==> config.mk <==
export PLATFORM = sky130hd
export DESIGN_NAME = ckrc_top
export DESIGN_NICKNAME = d
export VERILOG_FILES = /design/src/ckrc_pkg.sv /design/src/ckrc_div.sv /design/src/ckrc_top.sv
export SDC_FILE = /design/constraint.sdc
export NUM_CORES = 1
export LEC_CHECK = 0
export BUFFER_PORTS_ARGS = -buffer_cell sky130_fd_sc_hd__buf_2
export CAP_MARGIN = 10
export CORE_ASPECT_RATIO = 2
export CORE_UTILIZATION = 30
export DETAILED_ROUTE_END_ITERATION = 10
export PLACE_DENSITY = 0.48
export SLEW_MARGIN = 20
export SYNTH_ARGS = -nofsm -noshare
export SYNTH_HDL_FRONTEND = slang
export SYNTH_SLANG_ARGS = --single-unit
==> constraint.sdc <==
create_clock -name clk -period 3.39 [get_ports clk]
set_input_delay 0.339 -clock clk [delete_from_list [all_inputs] [get_ports clk]]
set_output_delay 0.339 -clock clk [all_outputs]
set_load 0.005 [all_outputs]
==> src/ckrc_pkg.sv <==
//==============================================================================
// Clock, reset and transmit power-down control: shared constants
//==============================================================================
// Purpose: Register map, field positions, reset values and timing counts
// Assumes: 100 MHz core clock, registers reached over AXI4-Lite
// Notes:   Printed register numbers are indices; byte address is four times
//
// Overview of operation
// - DAC sample clock is oscillator input frequency times the PLL multiplier.
// - Master clock is the DAC sample clock divided by four.
// - Divider values 2 to 63 give master clock over divider on aux pin.
// - Divider zero, the default, puts a buffered oscillator clock on aux pin.
// - A setting picks oscillator or PLL-derived clock for ADC sampling.
// - Host holds reset low until power stable; writes accepted only after.
// - During reset all internal clocks stop except the aux clock output.
// - Reset release restarts the PLL multiplier and restores register defaults.
// - Soft reset bit acts as hardware reset but spares register zero.
// - Power-down low stops transmit clocks, resets CIC; release restarts them.
// - CIC stays in reset 80 master clocks after power-down release.
// - Software power-down bit acts like the pin, effective at write end.

package ckrc_pkg;

  //============================================================================
  // Register indices (byte address = index * 4)
  //============================================================================
  localparam logic [5:0] IDX_CTRL0  = 6'h00;
  localparam logic [5:0] IDX_REFDIV = 6'h01;
  localparam logic [5:0] IDX_PWR    = 6'h02;
  localparam logic [5:0] IDX_ADCCLK = 6'h08;
  localparam logic [5:0] IDX_PLLMUL = 6'h10;
  localparam logic [5:0] IDX_STATUS = 6'h11;

  //============================================================================
  // Field positions
  //============================================================================
  localparam int BIT_SOFT_RST = 5;
  localparam int BIT_TX_PD    = 5;
  localparam int BIT_ADC_OSC  = 0;
  localparam int ST_SETTLED   = 0;
  localparam int ST_IN_RESET  = 1;
  localparam int ST_CIC_RST   = 2;
  localparam int ST_TX_RUN    = 3;

  //============================================================================
  // Reset values
  //============================================================================
  localparam logic [7:0] CTRL0_RST  = 8'h00;
  localparam logic [5:0] REFDIV_RST = 6'h00;
  localparam logic [7:0] PWR_RST    = 8'h00;
  localparam logic [7:0] ADCCLK_RST = 8'h00;
  localparam logic [5:0] PLLMUL_RST = 6'h04;

  //============================================================================
  // Divides and timing
  //============================================================================
  localparam logic [5:0] MCLK_DIV      = 6'h04;
  localparam logic [5:0] REFDIV_MIN    = 6'h02;
  localparam int         CIC_W         = 7;
  localparam int         CIC_HOLD_MCLK = 80;
  localparam logic [3:0] SOFT_RST_CYC  = 4'h4;
  localparam int         CLK_PERIOD_NS = 10;
  localparam int         PLL_SETTLE_NS = 1000000;
  localparam int         PLL_SETTLE_CYC = PLL_SETTLE_NS / CLK_PERIOD_NS;

  //============================================================================
  // AXI responses
  //============================================================================
  localparam logic [1:0] RESP_OKAY   = 2'h0;
  localparam logic [1:0] RESP_SLVERR = 2'h2;

endpackage

==> src/ckrc_div.sv <==
//==============================================================================
// Edge-counting clock divider
//==============================================================================
// Purpose: Divides a stream of source rising-edge pulses by a programmable N
// Assumes: Source pulses no closer than every other core clock
// Notes:   Output is high for the first half of each period
`timescale 1ns/100ps

module ckrc_div #(
  parameter int W = 6
) (
  // Clock and reset
  input  wire logic         clk,
  input  wire logic         srst,
  // Control
  input  wire logic         run,
  input  wire logic         in_rise,
  input  wire logic [W-1:0] divisor,
  // Divided clock
  output logic              clk_out,
  output logic              rise
);

  logic [W-1:0] cnt;
  logic [W-1:0] next_cnt;

  if (W < 3) begin : g_chk
    $error("ckrc_div: W too small");
  end

  assign next_cnt = cnt + 1'b1;

  // Counting source edges keeps the output phase-locked to the source
  always_ff @(posedge clk) begin
    if (srst || !run) begin
      cnt     <= '0;
      clk_out <= 1'b0;
      rise    <= 1'b0;
    end else begin
      rise <= 1'b0;
      if (in_rise) begin
        if (cnt >= divisor - 1'b1) begin
          cnt     <= '0;
          clk_out <= 1'b1;
          rise    <= 1'b1;
        end else begin
          cnt     <= next_cnt;
          // Only a wrap raises the output, so no stray half-period after reset
          clk_out <= clk_out && (next_cnt < (divisor >> 1));
        end
      end
    end
  end
endmodule

==> src/ckrc_top.sv <==
//==============================================================================
// Clock, reset and transmit power-down control
//==============================================================================
// Purpose: Sample, master, aux and ADC clocks; reset and Tx power-down logic
// Assumes: Core clock well above the modelled DAC sample clock rate
// Notes:   Clocks are synthesised as levels from the core clock
//
// Added by the designer: the AXI4-Lite register port and the address map.
`timescale 1ns/100ps

module ckrc_top #(
  parameter int MUL_W          = 6,
  parameter int PER_W          = 16,
  parameter int PLL_SETTLE_CYC = ckrc_pkg::PLL_SETTLE_CYC
) (
  // Clock and reset
  input  wire logic        clk,
  input  wire logic        srst,
  // Device pins in
  input  wire logic        osc_input_clock,
  input  wire logic        reset_n,
  input  wire logic        tx_powerdown_n,
  // Generated clocks and transmit controls
  output logic             dac_sample_clock,
  output logic             aux_clock_out,
  output logic             adc_sample_clock,
  output logic             master_clock,
  output logic             tx_clock_en,
  output logic             cic_filter_reset,
  // AXI4-Lite write
  input  wire logic [7:0]  s_axi_awaddr,
  input  wire logic        s_axi_awvalid,
  output logic             s_axi_awready,
  input  wire logic [31:0] s_axi_wdata,
  input  wire logic [3:0]  s_axi_wstrb,
  input  wire logic        s_axi_wvalid,
  output logic             s_axi_wready,
  output logic [1:0]       s_axi_bresp,
  output logic             s_axi_bvalid,
  input  wire logic        s_axi_bready,
  // AXI4-Lite read
  input  wire logic [7:0]  s_axi_araddr,
  input  wire logic        s_axi_arvalid,
  output logic             s_axi_arready,
  output logic [31:0]      s_axi_rdata,
  output logic [1:0]       s_axi_rresp,
  output logic             s_axi_rvalid,
  input  wire logic        s_axi_rready
);

  localparam int SW = $clog2(PLL_SETTLE_CYC + 1);

  if (MUL_W < 2 || MUL_W > 6 || PER_W < 8) begin : g_chk
    $error("ckrc_top: unsupported MUL_W or PER_W");
  end

  //============================================================================
  // Pin synchronisers: filtered value moves when stages two and three agree
  //============================================================================
  logic [2:0] sync1;
  logic [2:0] sync2;
  logic [2:0] sync3;
  logic [2:0] pin_f;
  logic       osc_f;
  logic       pin_rst;
  logic       txpd_pin;

  always_ff @(posedge clk) begin
    if (srst) begin
      sync1 <= 3'h0;
      sync2 <= 3'h0;
      sync3 <= 3'h0;
      pin_f <= 3'h0;
    end else begin
      sync1 <= {tx_powerdown_n, reset_n, osc_input_clock};
      sync2 <= sync1;
      sync3 <= sync2;
      pin_f <= (sync2 & sync3) | (pin_f & (sync2 ^ sync3));
    end
  end

  assign osc_f    = pin_f[0];
  assign pin_rst  = !pin_f[1];
  assign txpd_pin = !pin_f[2];

  //============================================================================
  // Registers
  //============================================================================
  logic [7:0]       ctrl0;
  logic [5:0]       refdiv;
  logic [7:0]       pwr;
  logic [7:0]       adcclk;
  logic [MUL_W-1:0] pll_mul;
  logic [3:0]       soft_cnt;
  logic             soft_act;
  logic             core_rst;
  logic             do_wr;
  logic             wr_ok;
  logic [5:0]       wr_idx;
  logic [7:0]       wr_byte;
  logic             soft_wr;

  assign soft_act = soft_cnt != 4'h0;
  assign core_rst = pin_rst || soft_act;
  assign soft_wr  = do_wr && wr_ok && wr_idx == ckrc_pkg::IDX_CTRL0
                    && wr_byte[ckrc_pkg::BIT_SOFT_RST];

  // Soft reset runs a fixed count and then drops its bit
  always_ff @(posedge clk) begin
    if (srst || pin_rst) begin
      soft_cnt <= 4'h0;
    end else if (soft_wr) begin
      soft_cnt <= ckrc_pkg::SOFT_RST_CYC;
    end else if (soft_act) begin
      soft_cnt <= soft_cnt - 1'b1;
    end
  end

  // Pin reset holds defaults through release; soft reset spares ctrl0
  always_ff @(posedge clk) begin
    if (srst || pin_rst) begin
      ctrl0   <= ckrc_pkg::CTRL0_RST;
      refdiv  <= ckrc_pkg::REFDIV_RST;
      pwr     <= ckrc_pkg::PWR_RST;
      adcclk  <= ckrc_pkg::ADCCLK_RST;
      pll_mul <= MUL_W'(ckrc_pkg::PLLMUL_RST);
    end else if (soft_act) begin
      refdiv  <= ckrc_pkg::REFDIV_RST;
      pwr     <= ckrc_pkg::PWR_RST;
      adcclk  <= ckrc_pkg::ADCCLK_RST;
      pll_mul <= MUL_W'(ckrc_pkg::PLLMUL_RST);
    end else if (do_wr && wr_ok) begin
      case (wr_idx)
        ckrc_pkg::IDX_CTRL0:  ctrl0   <= wr_byte;
        ckrc_pkg::IDX_REFDIV: refdiv  <= wr_byte[5:0];
        ckrc_pkg::IDX_PWR:    pwr     <= wr_byte;
        ckrc_pkg::IDX_ADCCLK: adcclk  <= wr_byte;
        ckrc_pkg::IDX_PLLMUL: pll_mul <= wr_byte[MUL_W-1:0];
        default:              ctrl0   <= ctrl0;
      endcase
    end
  end

  //============================================================================
  // PLL model: M output cycles per measured oscillator period
  //============================================================================
  // Limitation: 2*M must stay below the oscillator period in core clocks
  logic             osc_q;
  logic             osc_rise;
  logic [PER_W-1:0] per_cnt;
  logic [PER_W-1:0] period;
  logic [PER_W-1:0] acc;
  logic [PER_W:0]   acc_sum;
  logic             dac_tick;
  logic             dac_rise;

  assign osc_rise = osc_f && !osc_q;
  assign acc_sum  = {1'b0, acc} + (PER_W+1)'({pll_mul, 1'b0});
  assign dac_tick = acc_sum >= {1'b0, period};

  // Reset restarts the period measurement, i.e. the multiplier lock
  always_ff @(posedge clk) begin
    if (srst || core_rst) begin
      osc_q   <= 1'b0;
      per_cnt <= '0;
      period  <= '0;
    end else begin
      osc_q <= osc_f;
      if (osc_rise) begin
        period  <= per_cnt + 1'b1;
        per_cnt <= '0;
      end else if (per_cnt != '1) begin
        per_cnt <= per_cnt + 1'b1;
      end
    end
  end

  // Sample clock stops in reset
  always_ff @(posedge clk) begin
    if (srst || core_rst || period == '0) begin
      acc              <= '0;
      dac_sample_clock <= 1'b0;
      dac_rise         <= 1'b0;
    end else if (dac_tick) begin
      acc              <= PER_W'(acc_sum - {1'b0, period});
      dac_sample_clock <= !dac_sample_clock;
      dac_rise         <= !dac_sample_clock;
    end else begin
      acc      <= acc_sum[PER_W-1:0];
      dac_rise <= 1'b0;
    end
  end

  //============================================================================
  // Master and aux clocks
  //============================================================================
  logic mclk_rise;
  logic aux_div_out;
  logic aux_div_run;

  assign aux_div_run = refdiv >= ckrc_pkg::REFDIV_MIN;

  ckrc_div #(.W(6)) u_mclk_div (
    .clk     (clk),
    .srst    (srst),
    .run     (!core_rst),
    .in_rise (dac_rise),
    .divisor (ckrc_pkg::MCLK_DIV),
    .clk_out (master_clock),
    .rise    (mclk_rise)
  );

  ckrc_div #(.W(6)) u_aux_div (
    .clk     (clk),
    .srst    (srst),
    .run     (aux_div_run),
    .in_rise (mclk_rise),
    .divisor (refdiv),
    .clk_out (aux_div_out),
    .rise    ()
  );

  // Aux pin keeps running through reset, defaulting to the oscillator copy
  always_ff @(posedge clk) begin
    if (srst) begin
      aux_clock_out    <= 1'b0;
      adc_sample_clock <= 1'b0;
    end else begin
      aux_clock_out    <= aux_div_run ? aux_div_out : osc_f;
      adc_sample_clock <= adcclk[ckrc_pkg::BIT_ADC_OSC] ?
                          osc_f : master_clock;
    end
  end

  //============================================================================
  // PLL settle timer for status
  //============================================================================
  logic [MUL_W-1:0] mul_q;
  logic [SW-1:0]    settle_cnt;

  always_ff @(posedge clk) begin
    if (srst || core_rst || pll_mul != mul_q) begin
      mul_q      <= pll_mul;
      settle_cnt <= SW'(PLL_SETTLE_CYC);
    end else if (settle_cnt != '0) begin
      settle_cnt <= settle_cnt - 1'b1;
    end
  end

  //============================================================================
  // Transmit power-down and CIC flush
  //============================================================================
  logic                         tx_pd;
  logic [ckrc_pkg::CIC_W-1:0]   cic_cnt;

  assign tx_pd = txpd_pin || pwr[ckrc_pkg::BIT_TX_PD];

  // Count is held loaded while powered down and runs on master clock edges
  always_ff @(posedge clk) begin
    if (srst || core_rst || tx_pd) begin
      cic_cnt <= ckrc_pkg::CIC_W'(ckrc_pkg::CIC_HOLD_MCLK);
    // Counts only cycles with transmit clocks running
    end else if (mclk_rise && tx_clock_en && cic_cnt != '0) begin
      cic_cnt <= cic_cnt - 1'b1;
    end
  end

  always_ff @(posedge clk) begin
    if (srst) begin
      tx_clock_en      <= 1'b0;
      cic_filter_reset <= 1'b1;
    end else begin
      tx_clock_en      <= !tx_pd && !core_rst;
      cic_filter_reset <= tx_pd || core_rst || cic_cnt != '0;
    end
  end

  //============================================================================
  // AXI4-Lite slave
  //============================================================================
  logic       aw_got;
  logic       w_got;
  logic       aw_take;
  logic       w_take;
  logic       b_done;
  logic       wr_map;
  logic [7:0] aw_addr;
  logic [7:0] rd_byte;
  logic       rd_map;
  logic [5:0] rd_idx;
  logic [7:0] status;
  logic       s_axi_wstrb_q;

  assign aw_take = s_axi_awvalid && s_axi_awready;
  assign w_take  = s_axi_wvalid && s_axi_wready;
  assign b_done  = s_axi_bvalid && s_axi_bready;
  assign do_wr   = aw_got && w_got && !s_axi_bvalid;
  assign wr_idx  = aw_addr[7:2];
  assign wr_map  = aw_addr[1:0] == 2'h0 &&
                   (wr_idx == ckrc_pkg::IDX_CTRL0 ||
                    wr_idx == ckrc_pkg::IDX_REFDIV ||
                    wr_idx == ckrc_pkg::IDX_PWR ||
                    wr_idx == ckrc_pkg::IDX_ADCCLK ||
                    wr_idx == ckrc_pkg::IDX_PLLMUL);
  // Writes are refused while any reset is active
  assign wr_ok   = wr_map && !core_rst && s_axi_wstrb_q;

  always_ff @(posedge clk) begin
    if (srst) begin
      aw_got        <= 1'b0;
      w_got         <= 1'b0;
      aw_addr       <= 8'h00;
      wr_byte       <= 8'h00;
      s_axi_wstrb_q <= 1'b0;
      s_axi_awready <= 1'b0;
      s_axi_wready  <= 1'b0;
      s_axi_bvalid  <= 1'b0;
      s_axi_bresp   <= ckrc_pkg::RESP_OKAY;
    end else begin
      aw_got        <= (aw_got || aw_take) && !b_done;
      w_got         <= (w_got || w_take) && !b_done;
      s_axi_awready <= !((aw_got || aw_take) && !b_done);
      s_axi_wready  <= !((w_got || w_take) && !b_done);
      if (aw_take) begin
        aw_addr <= s_axi_awaddr;
      end
      if (w_take) begin
        wr_byte       <= s_axi_wdata[7:0];
        s_axi_wstrb_q <= s_axi_wstrb[0];
      end
      if (do_wr) begin
        s_axi_bvalid <= 1'b1;
        s_axi_bresp  <= wr_ok ? ckrc_pkg::RESP_OKAY : ckrc_pkg::RESP_SLVERR;
      end else if (b_done) begin
        s_axi_bvalid <= 1'b0;
      end
    end
  end

  assign rd_idx = s_axi_araddr[7:2];
  assign status = {4'h0, !tx_pd && !core_rst, cic_filter_reset, core_rst,
                   settle_cnt == '0};

  always_comb begin
    rd_byte = 8'h00;
    rd_map  = s_axi_araddr[1:0] == 2'h0;
    case (rd_idx)
      ckrc_pkg::IDX_CTRL0:  rd_byte = {ctrl0[7:6], soft_act, ctrl0[4:0]};
      ckrc_pkg::IDX_REFDIV: rd_byte = {2'h0, refdiv};
      ckrc_pkg::IDX_PWR:    rd_byte = pwr;
      ckrc_pkg::IDX_ADCCLK: rd_byte = adcclk;
      ckrc_pkg::IDX_PLLMUL: rd_byte = 8'(pll_mul);
      ckrc_pkg::IDX_STATUS: rd_byte = status;
      default:              rd_map  = 1'b0;
    endcase
  end

  always_ff @(posedge clk) begin
    if (srst) begin
      s_axi_arready <= 1'b0;
      s_axi_rvalid  <= 1'b0;
      s_axi_rdata   <= 32'h0000_0000;
      s_axi_rresp   <= ckrc_pkg::RESP_OKAY;
    end else if (s_axi_arvalid && s_axi_arready) begin
      s_axi_arready <= 1'b0;
      s_axi_rvalid  <= 1'b1;
      s_axi_rdata   <= {24'h00_0000, rd_map ? rd_byte : 8'h00};
      s_axi_rresp   <= rd_map ? ckrc_pkg::RESP_OKAY : ckrc_pkg::RESP_SLVERR;
    end else if (s_axi_rvalid && s_axi_rready) begin
      s_axi_rvalid  <= 1'b0;
      s_axi_arready <= 1'b1;
    end else if (!s_axi_rvalid) begin
      s_axi_arready <= 1'b1;
    end
  end

  //============================================================================
  // Assertions
  //============================================================================
  localparam int SOFT_LO = 1;
  localparam int SOFT_HI = 8;
endmodule

======== Yosys cells after proc, flatten, opt, wreduce, memory -nomap -nowiden ========
Index checks and enable logic that the tools add are counted.
storage, ports and cells
  register bits ........................... 188
  input port bits ......................... 62
  output and inout port bits .............. 47
  word-level logic and storage cells ...... 169
operators by class
  add/subtract/negate cells ............... 9
  magnitude comparators ................... 6
  equal/unequal tests ..................... 12
  muxes and demuxes ....................... 21
  bitwise gates (word level) .............. 7
  reductions and logical operators ........ 72
operators with widths
  kind                                                                count
  one-hot mux 8 bit (6 select lines)                                  1
  logical AND 1 bit                                                   21
  equality test 6 x 5 -> 1 bit (second input constant)                3
  adder 16 x 7 -> 17 bit                                              1
  greater-or-equal comparator 17 x 16 -> 1 bit                        1
  logical NOT 17 bit                                                  1
  nonzero test 17 bit                                                 1
  subtractor 17 x 1 -> 17 bit (second input constant)                 1
  adder 16 x 1 -> 16 bit (second input constant)                      1
  logical NOT 16 bit                                                  1
  logical OR 1 bit                                                    16
  2-to-1 mux 16 bit                                                   1
  inequality test 16 bit (second input constant)                      1
  subtractor 16 bit                                                   1
  adder 6 x 1 -> 6 bit (second input constant)                        2
  equality test 6 x 1 -> 1 bit (second input constant)                2
  equality test 6 x 2 -> 1 bit (second input constant)                2
  equality test 6 x 4 -> 1 bit (second input constant)                2
  greater-or-equal comparator 6 x 2 -> 1 bit (second input constant)  2
  logical NOT 6 bit                                                   2
  2-to-1 mux 1 bit                                                    12
  2-to-1 mux 6 bit                                                    2
  OR reduction 2 bit                                                  6
  logical NOT 1 bit                                                   11
  other kinds (22)                                                    33

======== Depth between registers and ports, before layout ========
  depth in word-level cells ............... 12
  depth in mapped cells ................... 18
  mapped depth without buffers ............ 16

======== Cells and area by module ========
A second synthesis with hierarchy kept.
unflattened totals
  cells, all modules ...................... 1,108
  area total of the unflattened synthesis .. 9,645.5 um2
modules (own cells, without submodules)
  module    times used  cells each  area each (um2)  sequential area each (um2)
  ckrc_top  1           936         8,244.2          3,463.3
  ckrc_div  2           86          700.7            160.2

======== Least setup slack after synthesis ========
Ideal clock, no wire load.
  path kind ............................... register -> register
  start ................................... register pll_mul[0]
  end ..................................... register acc[12]
  setup time .............................. 128 ps
  arrival ................................. 3,523 ps
  data required time ...................... 3,262 ps
  setup slack ............................. -261 ps
  stages on the path, launching flop included .. 19
  buffers on the path ..................... 2
  clock period less this slack ............ 3,651 ps
  path through ............................ dfxtp_1 -> ha_1 -> inv_1 -> fa_1 -> nor2b_1 -> o31a_1 -> o31a_1 -> and3_1 -> xor2_1 -> ha_1 -> nand3_1 -> nor4_1 -> a21boi_0 -> a211o_1 -> nor2_1 -> buf_4 -> buf_4 -> mux2i_1 -> nor2_1
on the way
  cells in the longest elaborated chain, start to end .. 3
  elaborated cells on any way between the ends .. 4
  classes of those cells .................. add/sub: 2; order compare: 1; mux: 1
RTL lines
  element                                                                            RTL line                          text
  from (decl)                                                                        ckrc_top.sv:93                    logic [MUL_W-1:0] pll_mul;
  from (signal assigned)                                                             ckrc_top.sv:126                   pll_mul <= MUL_W'(ckrc_pkg::PLLMUL_RST);
  from (signal assigned)                                                             ckrc_top.sv:131                   pll_mul <= MUL_W'(ckrc_pkg::PLLMUL_RST);
  from (signal assigned)                                                             ckrc_top.sv:138                   ckrc_pkg::IDX_PLLMUL: pll_mul <= wr_byte[MUL_W-1:0];
  adder 16 x 7 -> 17 bit (*)                                                         ckrc_top.sv:158                   assign acc_sum = {1'b0, acc} + (PER_W+1)'({pll_mul, 1'b0});
  subtractor 16 bit or greater-or-equal comparator 17 x 16 -> 1 bit (tied branches)  ckrc_top.sv:185, ckrc_top.sv:159
  2-to-1 mux 16 bit (*)                                                              ckrc_top.sv:184                   end else if (dac_tick) begin
  to (signal assigned)                                                               ckrc_top.sv:185                   acc <= PER_W'(acc_sum - {1'b0, period});
  to (signal assigned)                                                               ckrc_top.sv:189                   acc <= acc_sum[PER_W-1:0];
  to (decl)                                                                          ckrc_top.sv:152                   logic [PER_W-1:0] acc;
Mark *: on every way between the ends. The rest lies on a longest branch, timed or not.
A chain may end at the register's enable or synchronous reset.

======== Worst setup path in the final report ========
  start ................................... register pll_mul[0]
  end ..................................... register acc[7]
Same word-level chain as after synthesis.

==> results.cfg <==
[timing]
fin_ws_ns = -0.266
period_needed_ns = 3.66
fin_setup_tns_ns = -3.08
tightest_slew_ns = 1.04
whs_ns = 0.0869
fin_skew_ns = 0.0109
finalHoldViolCount = 0
fmaxAchievable_mhz = 273
rsz0062_at_grt = true
timing.final.max_slew_violations = 0
setup_viol = 17
period_share_pct = 108
slew_headroom_pct = 30.9

[logic_synthesis]
synth_edf_count = 6
seq_area_frac_synth_pct = 41.8
synth_ff_type = dfxtp_1
syn_area_per_cell_um2 = 8.70
synth_async_sr_flop_share_pct = 0
synthCells = 1035
synth.cell_area_um2 = 9000
ys_ff_latch = 185
synth_warnings = 0
synth.distinct_cells = 64

[die]
pin_count = 109
initial_core_util_pct = 30.5
die_w_um = 125
dieArea_um2 = 30800
core_area_um2 = 29500
num_rows = 89
die_h_um = 247

[clock_tree]
cts_sinks = 185
cts_made_buffers = 17
cts_max_level = 4
ctsHoldBuffers = 0
cts.reportedPaths.clkPinSlew_ns = 0.08
clockBufferDepth = 2
clk_latency_ns = 0.45
cts_tree = yes
root_buffer = clkbuf_16

[setup_path]
critPathMaxStageDelay_ns = 0.39
path_cells = ha_4, inv_2, fa_2, nor2b_2, o31a_1, o31a_1, nand4_1, xnor2_2, ha_4, nand3_2, nor4_2, a21boi_2, a211o_1, nor2_4, buf_12, or3b_4, a21oi_2
critPathMaxFanout = 7
end_kind = flip-flop
crit_arrival_ns = 4.04
critPathKind = reg2reg
path_delay_family = simple AND/OR/NAND/NOR gates
required_ns = 3.78
critPathLaunchType = flip-flop
worst-path-buf-inv = 2
crit_slowest_cell = or3b_4

[pwr]
p_leak_nw = 4.34
p_seq_share_pct = 52.1
power.share.clock_pct = 45.3
p_switching_mw = 1.03
p_sw_share_pct = 24.0
combPwrFrac_pct = 2.5
power.density_nw_per_um2 = 395
p_total_mw = 4.27
peakVddDrop_mv = 0.373
p_int_mw = 3.25

[run]
drv_cap = 0

[route]
wire_per_inst_um = 15.0
first_iter_violations = 327
drt_wl_total_mm = 22.9
num_vias = 7378
first_pass_iters = 4
drc = 0
via_per_inst = 4.83
drt.antenna.violating_nets = 0

[global_routing]
antenna_found_initial = 0
overflow = 0
grt_pass1_vias = 7533
grt_pass1_wl_mm = 37.6
grt_max_degree = 43
grt_use_total_pct = 15.6

[final_layout]
num-fill-cells = 3060
fin_cells = 1527
area_growth_pct = 20.2
postLayoutCoreUtil_pct = 36.7
post-route-cell-area_um2 = 10800
nets = 1258
n_antenna_cell = 0
final_cell_mix = dfxtp_1 (176), nand2_1 (111), nor2_1 (90), a21oi_1 (88), buf_4 (66)
mostFrequentLayoutCell = dfxtp_1
drive_above_1_share_pct = 17.5

[placed_design]
routabilityCongestion = 0.848
hpwl_mm = 17.6
port_buffers = 55
dp_cells = 1479
placed_cell_area_um2 = 9990
dp_slack_ns = -0.376

[run_status]
violations = setup timing
status = finished, violations left

[worst_hold_path]
hold_path_class = in2reg
-- cell families (layout without fill, tap and decap cells) --
kind of cell               Yosys count  count (layout)  share of synthesized area (%)
and+or+nand+nor                    373             373                           20.3
other                                1              26                         0.0416
buffers and inverters              107             210                           5.66
muxes                               40              40                           4.45
AOI/OAI and AO/OA                  218             218                           14.9
xor gates and xnor gates            65              65                           6.32
adders and majority gates           46              46                           6.56
DFF                                185             185                           41.8
-- worst reg2reg max path, delay by kind of cell, from the launching register on --
family                     cells  cell delay [ns]
buffers and inverters          2             0.17
xor gates and xnor gates       1             0.21
AOI/OAI and AO/OA              5             0.93
adders and majority gates      3             0.77
and+or+nand+nor                6             1.15
DFF                            1             0.35
-- flip-flops by register name, indices dropped and copies added, names as in the netlist, 7 cells and up --
register / cells
cic_cnt: 7
s_axi_rdata: 8
per_cnt: 16
aw_addr: 8
acc: 16
settle_cnt: 17
wr_byte: 8
ctrl0: 7
adcclk: 8
period: 16
pwr: 8
-- worst paths after layout --
check	start	end	slack [ns]	cells past startpoint
setup / recovery	pll_mul[0]	acc[7]	-0.27	17
hold / removal	osc_input_clock	sync1[0]	0.09	2
setup reg to reg	pll_mul[0]	acc[7]	-0.27	17
hold reg to reg	sync1[1]	sync2[1]	0.44	1
-- final cells by class --
| class | instances | area (um^2) | share of cell area (%) |
|---|---|---|---|
| clock buffers | 19 | 454 | 4.20 |
| clock inverters | 13 | 108 | 0.994 |
| multi-input cells | 768 | 4980 | 46.0 |
| inverters | 49 | 184 | 1.70 |
| flip-flops and latches | 185 | 3770 | 34.8 |
| repair buffers | 129 | 878 | 8.11 |
| well taps | 364 | 455 | 4.21 |
-- power by group through the flow --
stage / logic, mW / clock network (mW) / registers, mW
global placement: 0.110 / 0 / 2.28
CTS: 0.111 / 2.00 / 2.23
finish: 0.109 / 1.94 / 2.23
floorplan: 0.0892 / 0 / 2.27
detailed placement: 0.110 / 0 / 2.28
global route: 0.124 / 2.09 / 2.23
-- routing by layer --
metal / global-route usage [%] / vias up / share of wire, %
met5: 0 / - / 0
met4: 7.05 / 0 / 2.4
met3: 2.68 / 28 / 1.8
met2: 31.9 / 80 / 58
met1: 14.7 / 3477 / 37
li1: - / 3793 / -
-- synthesized netlist by cell type (4+ instances only) --
cell type  count  area (um^2)
dfxtp_1      179         3580
nand2_1      115          432
nor2_1        92          345
a21oi_1       91          455
inv_1         49          184
ha_1          44          551
mux2i_1       40          400
xnor2_1       37          324
nand3_1       35          175
o21ai_0       30          150
buf_4         28          210
xor2_1        28          245
clkbuf_1      25         93.8
o22ai_1       19          119
nor2b_1       17          106
nor3_1        16         80.1
and3_1        15         93.8
nor4_1        14         87.6
nand2b_1      11         68.8
a21o_1        10         75.1
o21a_1        10         75.1
or3_1         10         62.6
a211oi_1       8         60.1
a22o_1         8         70.1
a31oi_1        8         50.1
nand4_1        7         43.8
edfxtp_1       6          180
nand3b_1       6         45.0
and2_1         5         31.3
and4_1         5         43.8
nor3b_1        5         37.5
o21bai_1       5         37.5
o31a_1         5         43.8
a22oi_1        4         30.0
or2_2          4         25.0
-- repair_timing --
action | in CTS | in global routing
gates resized for setup | 30 | 6
pin swaps | 20 | 12
setup buffers | 10 | 6
endpoints found under the setup margin | 18 | 18
No activity file was read; power rests on OpenSTA's default activity.
